[src/design/hbp_defs.svh]
`ifndef HBP_DEFS_SVH
`define HBP_DEFS_SVH
// strap code for processor mode and software base pattern
`define HBP_STRAP_CPU      4'h0
`define HBP_SW_PATTERN     6'b010101
// even and odd location select
`define HBP_ADDR_MASK      10'h3fe
// fifo function codes
`define HBP_FN_Z1_LO       4'h0
`define HBP_FN_Z1_HI       4'h1
`define HBP_FN_Z2_LO       4'h2
`define HBP_FN_Z2_HI       4'h3
`define HBP_FN_INC_F1      4'ha
`define HBP_FN_WR_DATA     4'hb
`define HBP_FN_RD_F1       4'hc
`define HBP_FN_RD_F2       4'hd
`define HBP_FN_INC_F2      4'he
`define HBP_FN_RD_DATA     4'hf
// signalling fifo codes occupy 0x10..0x27 with one fifo bit
`define HBP_D_FIRST        8'h10
`define HBP_D_LAST         8'h27
// host strobe length in clocks; covers the device's two-flop path and the reply
`define HBP_STROBE_CYCLES  7
`endif

[src/design/hbp_pkg.sv]
`default_nettype none
package hbp_pkg;
	typedef enum logic [1:0] {HBP_ISA, HBP_STROBE_DIR, HBP_SEP_STROBE, HBP_MUX} hbp_mode_e;
	typedef enum logic [3:0] {
		HBP_OP_NONE, HBP_OP_RD_ZCNT, HBP_OP_SELECT, HBP_OP_INC_F1, HBP_OP_WR_DATA,
		HBP_OP_WR_REV, HBP_OP_RD_F1, HBP_OP_RD_F2, HBP_OP_INC_F2, HBP_OP_RD_DATA,
		HBP_OP_RD_REV, HBP_OP_REG
	} hbp_op_e;
	typedef logic [7:0] hbp_byte_t;
endpackage
`default_nettype wire

[src/design/hbp_bus_if.sv]
`default_nettype none
interface hbp_bus_if;
	logic [9:0] sa;
	logic       aen_cs_n;
	logic       ior_ds_n;
	logic       iow_rw_n;
	logic       ale;
	logic [7:0] bd_host;
	logic       bd_host_oe;
	logic [7:0] bd_dev;
	logic       bd_dev_oe;
	logic       buffer_direction;
	modport dev  (input sa, aen_cs_n, ior_ds_n, iow_rw_n, ale, bd_host, bd_host_oe,
		output bd_dev, bd_dev_oe, buffer_direction);
	modport host (output sa, aen_cs_n, ior_ds_n, iow_rw_n, ale, bd_host, bd_host_oe,
		input bd_dev, bd_dev_oe, buffer_direction);
endinterface
`default_nettype wire

[src/design/hbp_dev_end.sv]
// Operation
// - isa claims two addresses, nine bits compared
// - reset starts at strap-chosen base
// - strap code picks base; zero means processor
// - host writes low base byte at even
// - odd write with pattern switches to software base
// - switched device answers only new pair
// - aen or idle strobes mean no access
// - isa board holds ale low, strap nonzero
// - direction high into device, low on read except isa before software base
// - processor mode decodes 256 addresses
// - strobe mode: direction chooses read or write
// - separate strobes; ale pulse latches address
// - ale constant except multiplexed mode
// - odd control write loads register pointer
// - processor mode selects register from address
// - fifo address is function code plus select
// - framed codes map counters and data
// - transparent codes reverse bits on b channels
// - fifo change takes effect after busy phase
// - counter-low write only selects the fifo
`include "hbp_defs.svh"
`default_nettype none
module hbp_dev_end
	import hbp_pkg::*;
(
	input  wire logic       mclk,
	input  wire logic       rst_b,
	hbp_bus_if.dev          bus,
	input  wire logic [3:0] strap_base_select,
	input  wire logic       busy_phase,
	input  wire logic [1:0] transparent,
	input  wire logic [7:0] reg_rdata,
	input  wire logic [7:0] status_rdata,
	output hbp_mode_e       mode,
	output logic            soft_base_mode,
	output logic [7:0]      register_pointer,
	output logic            acc_strobe,
	output logic            acc_write,
	output logic [7:0]      acc_addr,
	output hbp_op_e         acc_op,
	output logic [7:0]      acc_wdata,
	output logic [2:0]      fifo_select,
	output logic [2:0]      fifo_pending
);
	// synchronised pins
	logic [9:0] sa_s1, sa_s2;
	logic [7:0] bd_s1, bd_s2;
	logic [3:0] ctl_s1, ctl_s2;
	logic [3:0] strap_s1, strap_s2;
	logic       cs_n, rd_n, wr_n, ale;
	logic       started;
	logic [1:0] warm;
	logic [9:0] base;
	logic [7:0] lo_byte;
	logic [7:0] mux_addr;
	logic       hit, rd_act, wr_act, rd_q, wr_q;
	logic       busy_q;

	always_ff @(posedge mclk or negedge rst_b)
		if (!rst_b)
		begin
			sa_s1 <= 10'h000;
			sa_s2 <= 10'h000;
			bd_s1 <= 8'h00;
			bd_s2 <= 8'h00;
			ctl_s1 <= 4'hf;
			ctl_s2 <= 4'hf;
			strap_s1 <= 4'h0;
			strap_s2 <= 4'h0;
		end
		else
		begin
			sa_s1 <= bus.sa;
			sa_s2 <= sa_s1;
			bd_s1 <= bus.bd_host;
			bd_s2 <= bd_s1;
			ctl_s1 <= {bus.aen_cs_n, bus.ior_ds_n, bus.iow_rw_n, ~bus.ale};
			ctl_s2 <= ctl_s1;
			strap_s1 <= strap_base_select;
			strap_s2 <= strap_s1;
		end

	assign cs_n = ctl_s2[3];
	assign ale  = ~ctl_s2[0];

	// strap table lookup
	function automatic logic [9:0] strap_base(input logic [3:0] code);
		case (code)
			4'h1: strap_base = 10'h2e0;
			4'h2: strap_base = 10'h2d0;
			4'h3: strap_base = 10'h210;
			4'h4: strap_base = 10'h2c0;
			4'h5: strap_base = 10'h200;
			4'h6: strap_base = 10'h2f8;
			4'h7: strap_base = 10'h2e8;
			4'h8: strap_base = 10'h2b0;
			4'h9: strap_base = 10'h3e0;
			4'ha: strap_base = 10'h320;
			4'hb: strap_base = 10'h278;
			4'hc: strap_base = 10'h310;
			4'hd: strap_base = 10'h330;
			4'he: strap_base = 10'h300;
			4'hf: strap_base = 10'h3e8;
			default: strap_base = 10'h000;
		endcase
	endfunction

	// mode and base caught once the synchronisers hold pin values
	always_ff @(posedge mclk or negedge rst_b)
		if (!rst_b)
		begin
			warm    <= 2'd0;
			started <= 1'b0;
			mode    <= HBP_ISA;
		end
		else if (!started)
		begin
			if (warm != 2'd2)
				warm <= warm + 2'd1;
			else
			begin
				started <= 1'b1;
				if (strap_s2 != `HBP_STRAP_CPU)
					mode <= HBP_ISA;
				else
					mode <= ale ? HBP_STROBE_DIR : HBP_SEP_STROBE;
			end
		end
		else if ((mode == HBP_SEP_STROBE) && ale)
			mode <= HBP_MUX; // ale pulse marks multiplexed bus

	// strobe decode per mode
	always_comb
	begin
		rd_n = ctl_s2[2];
		wr_n = ctl_s2[1];
		if (mode == HBP_STROBE_DIR)
		begin
			rd_n = ctl_s2[2] | ~ctl_s2[1];
			wr_n = ctl_s2[2] | ctl_s2[1];
		end
	end

	assign hit = (mode != HBP_ISA) ||
		((sa_s2 & `HBP_ADDR_MASK) == (base & `HBP_ADDR_MASK));
	// no access with aen high or both strobes idle
	assign rd_act = started && !cs_n && !rd_n && hit && (mode == HBP_ISA ? !ale : 1'b1);
	assign wr_act = started && !cs_n && !wr_n && hit && (mode == HBP_ISA ? !ale : 1'b1);

	always_ff @(posedge mclk or negedge rst_b)
		if (!rst_b)
			mux_addr <= 8'h00;
		else if (ale)
			mux_addr <= bd_s2;

	always_ff @(posedge mclk or negedge rst_b)
		if (!rst_b)
		begin
			base             <= 10'h000;
			soft_base_mode   <= 1'b0;
			lo_byte          <= 8'h00;
			register_pointer <= 8'h00;
		end
		else if (!started)
			base <= strap_base(strap_s2);
		else if (wr_act && !wr_q && mode == HBP_ISA)
		begin
			if (!soft_base_mode && !sa_s2[0])
				lo_byte <= bd_s2;
			else if (!soft_base_mode && bd_s2[7:2] == `HBP_SW_PATTERN)
			begin
				base           <= {bd_s2[1:0], lo_byte[7:1], 1'b0};
				soft_base_mode <= 1'b1;
			end
			else if (soft_base_mode && sa_s2[0])
				register_pointer <= bd_s2;
		end

	// register address: pointer in isa, latched data lines in mux, address lines otherwise
	always_comb
	begin
		if (mode == HBP_ISA)
			acc_addr = register_pointer;
		else if (mode == HBP_MUX)
			acc_addr = mux_addr;
		else
			acc_addr = sa_s2[7:0];
	end

	always_comb
	begin
		logic [3:0] fn;
		logic       is_d;
		logic       is_fifo;
		fn      = acc_addr[5:2];
		is_d    = (acc_addr >= `HBP_D_FIRST) && (acc_addr <= `HBP_D_LAST) && !acc_addr[7];
		is_fifo = (acc_addr[7:6] == 2'b10);
		// signalling fifo: five-bit code mapped onto the bearer function codes
		if (is_d)
		begin
			is_fifo = 1'b1;
			case (acc_addr[5:1])
				5'h08: fn = `HBP_FN_Z1_LO;
				5'h0a: fn = `HBP_FN_Z1_HI;
				5'h0c: fn = `HBP_FN_Z2_LO;
				5'h0e: fn = `HBP_FN_Z2_HI;
				5'h09: fn = `HBP_FN_INC_F1;
				5'h0b: fn = `HBP_FN_WR_DATA;
				5'h0d: fn = `HBP_FN_RD_F1;
				5'h0f: fn = `HBP_FN_RD_F2;
				5'h11: fn = `HBP_FN_INC_F2;
				5'h13: fn = `HBP_FN_RD_DATA;
				default: is_fifo = 1'b0;
			endcase
		end
		acc_op = HBP_OP_REG;
		if (is_fifo)
		case (fn)
			// a write to the input counter only selects
			`HBP_FN_Z1_LO, `HBP_FN_Z1_HI: acc_op = wr_act ? HBP_OP_SELECT : HBP_OP_RD_ZCNT;
			`HBP_FN_Z2_LO, `HBP_FN_Z2_HI: acc_op = HBP_OP_RD_ZCNT;
			`HBP_FN_INC_F1: acc_op = (transparent[acc_addr[1]] && !is_d) ? HBP_OP_WR_REV
				: HBP_OP_INC_F1;
			`HBP_FN_WR_DATA: acc_op = HBP_OP_WR_DATA;
			`HBP_FN_RD_F1: acc_op = HBP_OP_RD_F1;
			`HBP_FN_RD_F2: acc_op = HBP_OP_RD_F2;
			`HBP_FN_INC_F2: acc_op = (transparent[acc_addr[1]] && !is_d) ? HBP_OP_RD_REV
				: HBP_OP_INC_F2;
			`HBP_FN_RD_DATA: acc_op = HBP_OP_RD_DATA;
			default: acc_op = HBP_OP_REG;
		endcase
		if (mode == HBP_ISA && sa_s2[0])
			acc_op = HBP_OP_NONE;
	end

	// one strobe per access, data bit-reversed when asked
	always_ff @(posedge mclk or negedge rst_b)
		if (!rst_b)
		begin
			rd_q       <= 1'b0;
			wr_q       <= 1'b0;
			acc_strobe <= 1'b0;
			acc_write  <= 1'b0;
			acc_wdata  <= 8'h00;
		end
		else
		begin
			rd_q       <= rd_act;
			wr_q       <= wr_act;
			acc_strobe <= ((rd_act && !rd_q) || (wr_act && !wr_q)) && soft_or_cpu();
			acc_write  <= wr_act;
			acc_wdata  <= (acc_op == HBP_OP_WR_REV) ? {<<{bd_s2}} : bd_s2;
		end

	function automatic logic soft_or_cpu();
		soft_or_cpu = (mode != HBP_ISA) || (soft_base_mode && !sa_s2[0]);
	endfunction

	// select pending until a busy phase ends; counter untouched
	always_ff @(posedge mclk or negedge rst_b)
		if (!rst_b)
		begin
			busy_q       <= 1'b0;
			fifo_pending <= 3'h0;
			fifo_select  <= 3'h0;
		end
		else
		begin
			busy_q <= busy_phase;
			if (wr_act && !wr_q && acc_op == HBP_OP_SELECT && !busy_phase)
				fifo_pending <= {acc_addr[7:6] != 2'b10, acc_addr[1:0]};
			if (busy_q && !busy_phase)
				fifo_select <= fifo_pending;
		end

	always_ff @(posedge mclk or negedge rst_b)
		if (!rst_b)
		begin
			bus.bd_dev <= 8'h00;
			bus.bd_dev_oe <= 1'b0;
			bus.buffer_direction <= 1'b1;
		end
		else
		begin
			bus.bd_dev_oe <= rd_act && (mode != HBP_ISA || soft_base_mode);
			bus.buffer_direction <= !(rd_act && (mode != HBP_ISA || soft_base_mode));
			if (!rd_act)
				bus.bd_dev <= 8'h00;
			else if (mode == HBP_ISA && sa_s2[0])
				bus.bd_dev <= status_rdata;
			else if (acc_op == HBP_OP_RD_REV)
				bus.bd_dev <= {<<{reg_rdata}};
			else
				bus.bd_dev <= reg_rdata;
		end
endmodule
`default_nettype wire

[src/flat_wrapper.sv]
// flat-port wrapper written by rule: the top's interface ports become plain ports
module hbp_dev_end_flat import hbp_pkg::*;
  (mclk, rst_b, strap_base_select, busy_phase, transparent, reg_rdata, status_rdata, mode, soft_base_mode, register_pointer, acc_strobe, acc_write, acc_addr, acc_op, acc_wdata, fifo_select, fifo_pending, bus_sa, bus_aen_cs_n, bus_ior_ds_n, bus_iow_rw_n, bus_ale, bus_bd_host, bus_bd_host_oe, bus_bd_dev, bus_bd_dev_oe, bus_buffer_direction);
  hbp_bus_if bus_i ();
  input  wire logic mclk;
  input  wire logic rst_b;
  input  wire logic [3:0] strap_base_select;
  input  wire logic busy_phase;
  input  wire logic [1:0] transparent;
  input  wire logic [7:0] reg_rdata;
  input  wire logic [7:0] status_rdata;
  output hbp_mode_e mode;
  output logic soft_base_mode;
  output logic [7:0] register_pointer;
  output logic acc_strobe;
  output logic acc_write;
  output logic [7:0] acc_addr;
  output hbp_op_e acc_op;
  output logic [7:0] acc_wdata;
  output logic [2:0] fifo_select;
  output logic [2:0] fifo_pending;
  input wire logic [$bits(bus_i.sa)-1:0] bus_sa;
  input wire logic [$bits(bus_i.aen_cs_n)-1:0] bus_aen_cs_n;
  input wire logic [$bits(bus_i.ior_ds_n)-1:0] bus_ior_ds_n;
  input wire logic [$bits(bus_i.iow_rw_n)-1:0] bus_iow_rw_n;
  input wire logic [$bits(bus_i.ale)-1:0] bus_ale;
  input wire logic [$bits(bus_i.bd_host)-1:0] bus_bd_host;
  input wire logic [$bits(bus_i.bd_host_oe)-1:0] bus_bd_host_oe;
  output wire logic [$bits(bus_i.bd_dev)-1:0] bus_bd_dev;
  output wire logic [$bits(bus_i.bd_dev_oe)-1:0] bus_bd_dev_oe;
  output wire logic [$bits(bus_i.buffer_direction)-1:0] bus_buffer_direction;
  assign bus_i.sa = bus_sa;
  assign bus_i.aen_cs_n = bus_aen_cs_n;
  assign bus_i.ior_ds_n = bus_ior_ds_n;
  assign bus_i.iow_rw_n = bus_iow_rw_n;
  assign bus_i.ale = bus_ale;
  assign bus_i.bd_host = bus_bd_host;
  assign bus_i.bd_host_oe = bus_bd_host_oe;
  assign bus_bd_dev = bus_i.bd_dev;
  assign bus_bd_dev_oe = bus_i.bd_dev_oe;
  assign bus_buffer_direction = bus_i.buffer_direction;
  hbp_dev_end u_core (.mclk(mclk), .rst_b(rst_b), .bus(bus_i), .strap_base_select(strap_base_select), .busy_phase(busy_phase), .transparent(transparent), .reg_rdata(reg_rdata), .status_rdata(status_rdata), .mode(mode), .soft_base_mode(soft_base_mode), .register_pointer(register_pointer), .acc_strobe(acc_strobe), .acc_write(acc_write), .acc_addr(acc_addr), .acc_op(acc_op), .acc_wdata(acc_wdata), .fifo_select(fifo_select), .fifo_pending(fifo_pending));
endmodule
[config.mk]
export PLATFORM = sky130hd
export DESIGN_NAME = hbp_dev_end_flat
export DESIGN_NICKNAME = d
export VERILOG_FILES = /design/src/design/hbp_pkg.sv /design/src/design/hbp_bus_if.sv /design/src/design/hbp_dev_end.sv /design/src/flat_wrapper.sv
export VERILOG_INCLUDE_DIRS = /design/src /design/src/design
export SDC_FILE = /design/constraint.sdc
export NUM_CORES = 1
export LEC_CHECK = 0
export BUFFER_PORTS_ARGS = -buffer_cell sky130_fd_sc_hd__buf_4
export CAP_MARGIN = 20
export CORE_ASPECT_RATIO = 2
export CORE_MARGIN = 3
export CORE_UTILIZATION = 30
export CTS_CLUSTER_SIZE = 25
export DETAILED_ROUTE_END_ITERATION = 8
export PLACE_DENSITY_LB_ADDON = 0.25
export SLEW_MARGIN = 15
export SYNTH_ARGS = -nofsm -noshare
export SYNTH_HDL_FRONTEND = slang
export SYNTH_SLANG_ARGS = --single-unit
export TNS_END_PERCENT = 20
[constraint.sdc]
create_clock -name mclk -period 4.14 [get_ports mclk]
set_input_delay 0.621 -clock mclk [delete_from_list [all_inputs] [get_ports mclk]]
set_output_delay 0.621 -clock mclk [all_outputs]
set_load 0.01 [all_outputs]
==> results of run 1 <==
==> path summary, 6_finish.rpt <==
check / from / endpoint / slack, ns / cells after the start
min in group mclk: bus_sa[7] / u_core.sa_s1[7] / 0.32 / 1
max: u_core.mode[0] / acc_op[1] / 0.22 / 10
max reg2reg: u_core.mode[0] / u_core.bus.bd_dev[7] / 0.50 / 11
min: rst_b / u_core.fifo_pending[0] / 0.30 / 1
max in group asynchronous: rst_b / u_core.ctl_s1[3] / 2.88 / 2
min reg2reg: u_core.sa_s1[7] / u_core.sa_s2[7] / 0.35 / 0
==> kinds of logic after synthesis <==
kind of cell             after synthesis  share of synthesized area [%]
multiplexers                          40                          9.103
AO/OA/AOI/OAI                         71                          11.14
adder cells (fa/ha/maj)                6                          1.530
buffers and inverters                 31                          2.779
flip-flops                           118                          60.40
XOR/XNOR                              11                          2.346
AND/OR/NAND/NOR                      114                          12.70
==> layout make-up <==
| cell class | instances | area (um^2) |
|---|---|---|
| Sequential cell | 118 | 2964 |
| Clock inverter | 8 | 171.4 |
| Clock buffer | 23 | 467.9 |
| Tap cell | 201 | 251.5 |
| Inverter | 15 | 56.30 |
| Multi-Input combinational cell | 242 | 1807 |
| Fill cell | 1557 | 9444 |
| Timing Repair Buffer | 104 | 778.2 |
==> worst register-to-register path, cell delays in order, from the launching register on <==
cell	delay (ns)
dfrtp_1	0.53
buf_4	0.25
or3_1	0.39
o221ai_4	0.14
inv_2	0.15
o21ai_0	0.25
a31oi_1	0.21
o22a_1	0.23
a221oi_2	0.51
buf_4	0.26
or2_0	0.41
a211oi_1	0.16
==> layout by cell type, fill, tap and decap left out, types with 4 or more instances in the layout <==
master,instances
a21oi_1,11
xor2_1,9
inv_1,12
a211oi_1,10
nand2_1,21
nor3_1,6
nor2_1,31
or3_1,6
ha_1,6
nand2b_1,8
clkbuf_1,4
dfstp_2,9
clkbuf_16,17
dfrtp_1,109
a31oi_1,6
nand3_1,5
buf_4,103
mux2_2,26
o22ai_1,4
bufinv_16,5
o21ai_0,17
nor4_1,11
mux2_1,11
==> metal layers <==
metal,vias up,GRT usage [%]
li1,1614,-
met1,1692,13.71
met2,101,26.36
met3,24,4.066
met4,0,7.027
met5,-,0
==> where the power goes <==
part           switching, W  internal, W  leakage, nW  total, W
combinational      0.000292     0.000228         1.24  0.000521
clock              0.000488      0.00110        0.307   0.00158
sequential        0.0000638      0.00123         1.44   0.00130
total              0.000844      0.00256         2.99   0.00340
==> through the flow <==
stage	hold slack [ns]	utilization, %
final	0.2991	40.75
after global routing	0.2946	40.75
after CTS	0.2975	40.72
after detailed placement	0.3355	36.71
after global placement	0.3339	36.71
after floorplan	0.3254	-
==> qor.yml, run 1 <==
tightest_slew_ns: 0.8465
dp_slack_ns: 0.5139
vias_per_cell: 4.826
nNetsFinal: 552
dieArea_um2: 18020
slew_viol_final: 0
ant_nets: 0
synth_top_cell_by_area: "dfrtp_1"
crit_family: "compound AO/OA/AOI/OAI gates"
core_area_um2: 15940
maxSlewHeadroom_pct: 43.09
root_buffer: "clkbuf_16"
finalPower_w: 0.003402
postCtsSetupBuffers: 0
worstSetupPathType: "register to primary output"
startpoint_type: "register"
syn_area_um2: 4907
grt_util_all_layers_pct: 14.25
fp.dieH_um: 186.9
worstPathRequired_ns: 3.52
drt_wl_total_mm: 12.06
layout-drive-gt1-share_pct: 37.25
drtPass1Iterations: 5
cts_repair_resize_count: 0
wl_met1_mm: 4.019
p_leak_nw: 2.985
clkTransAtPathRegs_ns: 0.05
cts.sinks: 118
crit_fanout: 9
cpMostUsedCell: "buf_4"
fp-row-count: 65
clkLatencyLatePin_ns: 0.40
cts_tree: "built"
postSynth.asyncResetShare_pct: 100.0
status: "completed"
reg.largest.list: "u_core.sa_s1 x10, u_core.sa_s2 x10, u_core.base x9"
synth_edf_count: 0
synthesis.nets: 445
grt_overflow: 0
cts_max_level: 4
hold_class: "input port to async pin"
yosysMostFrequentCell: "dfrtp_1"
vias: 3431
antenna_found_initial: 0
fin_skew_ns: 0.006368
synth-main-ff-cell: "dfrtp_1"
fp.dieW_um: 96.44
finalCritPeriodShare_pct: 94.78
ys_seq_area_share_pct: 60.40
dr.first_iter.drc_count: 129
hold_viol: 0
synth.avg_cell_area_um2: 12.55
grt_setup_unrepaired: "false"
diodes: 0
fin_ws_ns: 0.2160
finalSetupViolations: 0
setup_tns_ns: 0
synthCells: 391
synth.top_cell.area_share_pct: 55.58
io_buffers: 95
num_io_pins: 97
topRoutingLayerUsed: "met4"
crit_arrival_ns: 3.30
peakVddDrop_uv: 280.8
place_congestion: 0.8436
grt_max_degree: 64
cts_buffer_depth: 2
cap_violations: 0
hold_buffers: 0
grt_pass1_wl_mm: 19.02
wl_met3_um: 624
drc: 0
dr_wl_met2_mm: 7.009
post_drt_wl_per_cell_um: 16.95
start_util_pct: 30.78
fmax_mhz: 254.8
dpl_cell_area_um2: 5852
path_buf_inv: 3
cpPeakStageDelay_ns: 0.53
cts_buffers: 17
yosysUniqueCellTypes: 60
syn2layout_area_growth_pct: 32.38
dp.final_hpwl_mm: 9.150
post-route-min-period_ns: 3.924
synth_area_leaders: "dfrtp_1 56%, mux2_2 6.0%, dfstp_2 4.8%, mux2_1 2.5%, nor2_1 2.4%"
crit_path_top_delay_cell: "dfrtp_1"
power_density_nw_per_um2: 523.7
endpoint_kind: "primary output"
stdcell_count: 711
crit_chain: "buf_4 -> or3_1 -> o221ai_4 -> inv_2 -> o21ai_0 -> a31oi_1 -> o22a_1 -> a221oi_2 -> nor2_1 -> buf_4"
placedCellCount: 679
yosysWarningCount: 0
design_area_um2: 6496
ys_top_cells_by_count: "109 x dfrtp_1, 31 x nor2_1, 26 x mux2_2, 21 x nand2_1, 17 x o21ai_0"
grt_pass1_vias: 3651
synth-seq-cells: 118
Note: power is estimated with default switching activity, not from simulation.
==> inputs of run 2 (changes only) <==
--- a/config.mk
+++ b/config.mk
@@ -7,10 +7,10 @@
 export NUM_CORES = 1
 export LEC_CHECK = 0
 export BUFFER_PORTS_ARGS = -buffer_cell sky130_fd_sc_hd__buf_4
-export CAP_MARGIN = 20
 export CORE_ASPECT_RATIO = 2
 export CORE_MARGIN = 3
 export CORE_UTILIZATION = 30
+export CTS_BUF_LIST = sky130_fd_sc_hd__clkbuf_8
 export CTS_CLUSTER_SIZE = 25
 export DETAILED_ROUTE_END_ITERATION = 8
 export PLACE_DENSITY_LB_ADDON = 0.25
==> run 2 against run 1 <==
  * Die area is the same
  * Routed wire length down 0.26%
  * Sequential cell count is the same
  * Sequential power about the same
  * Via count increased by 0.96%
  * First-iteration DRC count is 6.2% higher
  * Clock skew grew 0.0044 ns
  * Setup slack lost 0.072 ns
  * Sequential share of layout area increased by 1.3 points
  * Count of clock-buffer cells in the layout fell by 4
  * Fmax shrank 1.8%
  * Highest routed layer unchanged
==> qor.yml, run 2 (same netlist as run 1, synthesis figures left out) <==
status: "completed"
drt_wl_total_mm: 12.02  # -0.26%
crit_arrival_ns: 3.38  # +0.08 ns
root_buffer: "clkbuf_8"
r2r_slack_ns: 0.45  # -0.05 ns
grt_pass1_wl_mm: 18.90  # -0.62%
hold_class: "input port to async pin"
cts_tree: "built"
cts_buffers: 17  # unchanged
finalSetupViolations: 0  # unchanged
slew_viol_final: 0  # unchanged
crit_chain: "buf_4 -> or3_1 -> o221ai_4 -> inv_2 -> o21ai_0 -> a31oi_1 -> o22a_1 -> a221oi_2 -> nor2_1 -> buf_4"
diodes: 0  # unchanged
cts_max_level: 4  # unchanged
tightest_slew_ns: 1.092  # +0.2459 ns
r2r-start: "u_core.mode[0]"
grt_overflow: 0  # unchanged
crit_cells: 10  # unchanged
endpoint: "acc_op[1]"
grt_setup_unrepaired: "false"
vias: 3464  # +0.96%
dpl_cell_area_um2: 5852  # unchanged
cts_buffer_depth: 2  # unchanged
grt_util_all_layers_pct: 14.22  # -0.029 points
crit_fanout: 9  # unchanged
drc: 0  # unchanged
nNetsFinal: 553  # +0.18%
post-route-min-period_ns: 3.996  # +0.07222 ns
start_util_pct: 30.78  # unchanged
path_buf_inv: 3  # unchanged
grt_pass1_vias: 3648  # -0.082%
cap_violations: 0  # unchanged
reg.largest.list: "u_core.sa_s1 x10, u_core.sa_s2 x10, u_core.base x9"
cpPeakStageDelay_ns: 0.54  # about the same
fin_ws_ns: 0.1438  # -0.07222 ns
r2r-end: "u_core.bus.bd_dev[7]"
layout-drive-gt1-share_pct: 37.57  # +0.32 points
cpMostUsedCell: "buf_4"
worstPathRequired_ns: 3.52  # about the same
dieArea_um2: 18020  # unchanged
worst_hold_slack_ns: 0.2711  # -0.02800 ns
grt_max_degree: 64  # unchanged
post_drt_wl_per_cell_um: 16.89  # -0.40%
hold_viol: 0  # unchanged
dp_slack_ns: 0.5139  # unchanged
r2r_cells: 11  # unchanged
setup_tns_ns: 0  # unchanged
dr.first_iter.drc_count: 137  # +6.2%
antenna_found_initial: 0  # unchanged
finalCritPeriodShare_pct: 96.53  # +1.7 points
syn2layout_area_growth_pct: 28.71
core_area_um2: 15940  # unchanged
worstSetupPathType: "register to primary output"
io_buffers: 95  # unchanged
fp.dieW_um: 96.44  # unchanged
design_area_um2: 6316  # -2.8%
place_congestion: 0.8436  # unchanged
cts.sinks: 118  # unchanged
p_leak_nw: 2.917  # -2.3%
fin_skew_ns: 0.01079  # +0.004421 ns
startpoint: "u_core.mode[0]"
stdcell_count: 712  # +0.14%
dp.final_hpwl_mm: 9.150  # unchanged
crit_path_top_delay_cell: "dfrtp_1"
placedCellCount: 679  # unchanged
vias_per_cell: 4.865  # +0.82%
ant_nets: 0  # unchanged
final_common_cell: "dfrtp_1"
layout_common_cells: "108 x dfrtp_1, 105 x buf_4, 31 x nor2_1, 26 x mux2_2, 21 x nand2_1"
drtPass1Iterations: 6  # +1
peakVddDrop_uv: 223.4  # -20%
endpoint_kind: "primary output"
clkTransAtPathRegs_ns: 0.07  # +0.02 ns
fp.dieH_um: 186.9  # unchanged
crit_family: "compound AO/OA/AOI/OAI gates"
maxSlewHeadroom_pct: 26.61  # -16 points
fmax_mhz: 250.2  # -1.8%
clkLatencyLatePin_ns: 0.43  # +0.03 ns
startpoint_type: "register"
fp-row-count: 65  # unchanged
num_io_pins: 97  # unchanged
power_density_nw_per_um2: 475.1  # -9.3%
## run 2: layer usage
metal  wire (um)  part of all wire [%]  track usage [%]
met3         652                   5.4            3.824
met2        6990                    58            26.36
met1        3938                    33            13.46
met4         442                   3.7            7.676
met5           0                     0                0
## run 2: worst reg2reg max path, cell delays in order, from the launching register on
cell and delay (ns):
dfrtp_1 0.54, buf_4 0.25, or3_1 0.39, o221ai_4 0.14, inv_2 0.16, o21ai_0 0.27, a31oi_1 0.21, o22a_1 0.23
a221oi_2 0.51, buf_4 0.27, or2_0 0.41, a211oi_1 0.16
## run 2: through the flow
| stage | util, % | total power (W) |
|---|---|---|
| after floorplan | - | 0.001625 |
| after global placement | 36.71 | 0.001826 |
| after detailed placement | 36.71 | 0.001842 |
| after CTS | 39.52 | 0.003040 |
| after global routing | 39.62 | 0.003151 |
| final | 39.62 | 0.003001 |
## run 2: worst min path at each step
stage	cells past startpoint	slack [ns]	start	endpoint
after floorplan	0	0.33	rst_b	u_core.acc_strobe
after global placement	0	0.33	u_core.strap_s1[1]	u_core.strap_s2[1]
after detailed placement	0	0.34	u_core.bd_s1[4]	u_core.bd_s2[4]
after CTS	1	0.25	strap_base_select[0]	u_core.strap_s1[0]
after global routing	1	0.25	bus_sa[7]	u_core.sa_s1[7]
final	1	0.27	rst_b	u_core.fifo_pending[0]
## run 2: power breakdown
part,switching (W),internal [W],leakage [nW]
sequential,0.0000638,0.00123,1.44
clock,0.000441,0.000737,0.237
combinational,0.000295,0.000234,1.24
total,0.000799,0.00220,2.92
## run 2: cell type report
cell class | instances | area, um^2
clock buffer | 19 | 261.5
clock inverter | 12 | 186.4
fill | 1595 | 9624
inverter | 15 | 56.30
multi-input combinational | 242 | 1807
sequential | 118 | 2965
tap | 201 | 251.5
timing repair buffer | 105 | 788.3
## run 2: what timing repair did
item	in CTS	in global routing
hold buffers	0	0
endpoints found under the setup margin	0	1
gates resized for setup	0	1
buffers inserted	0	2
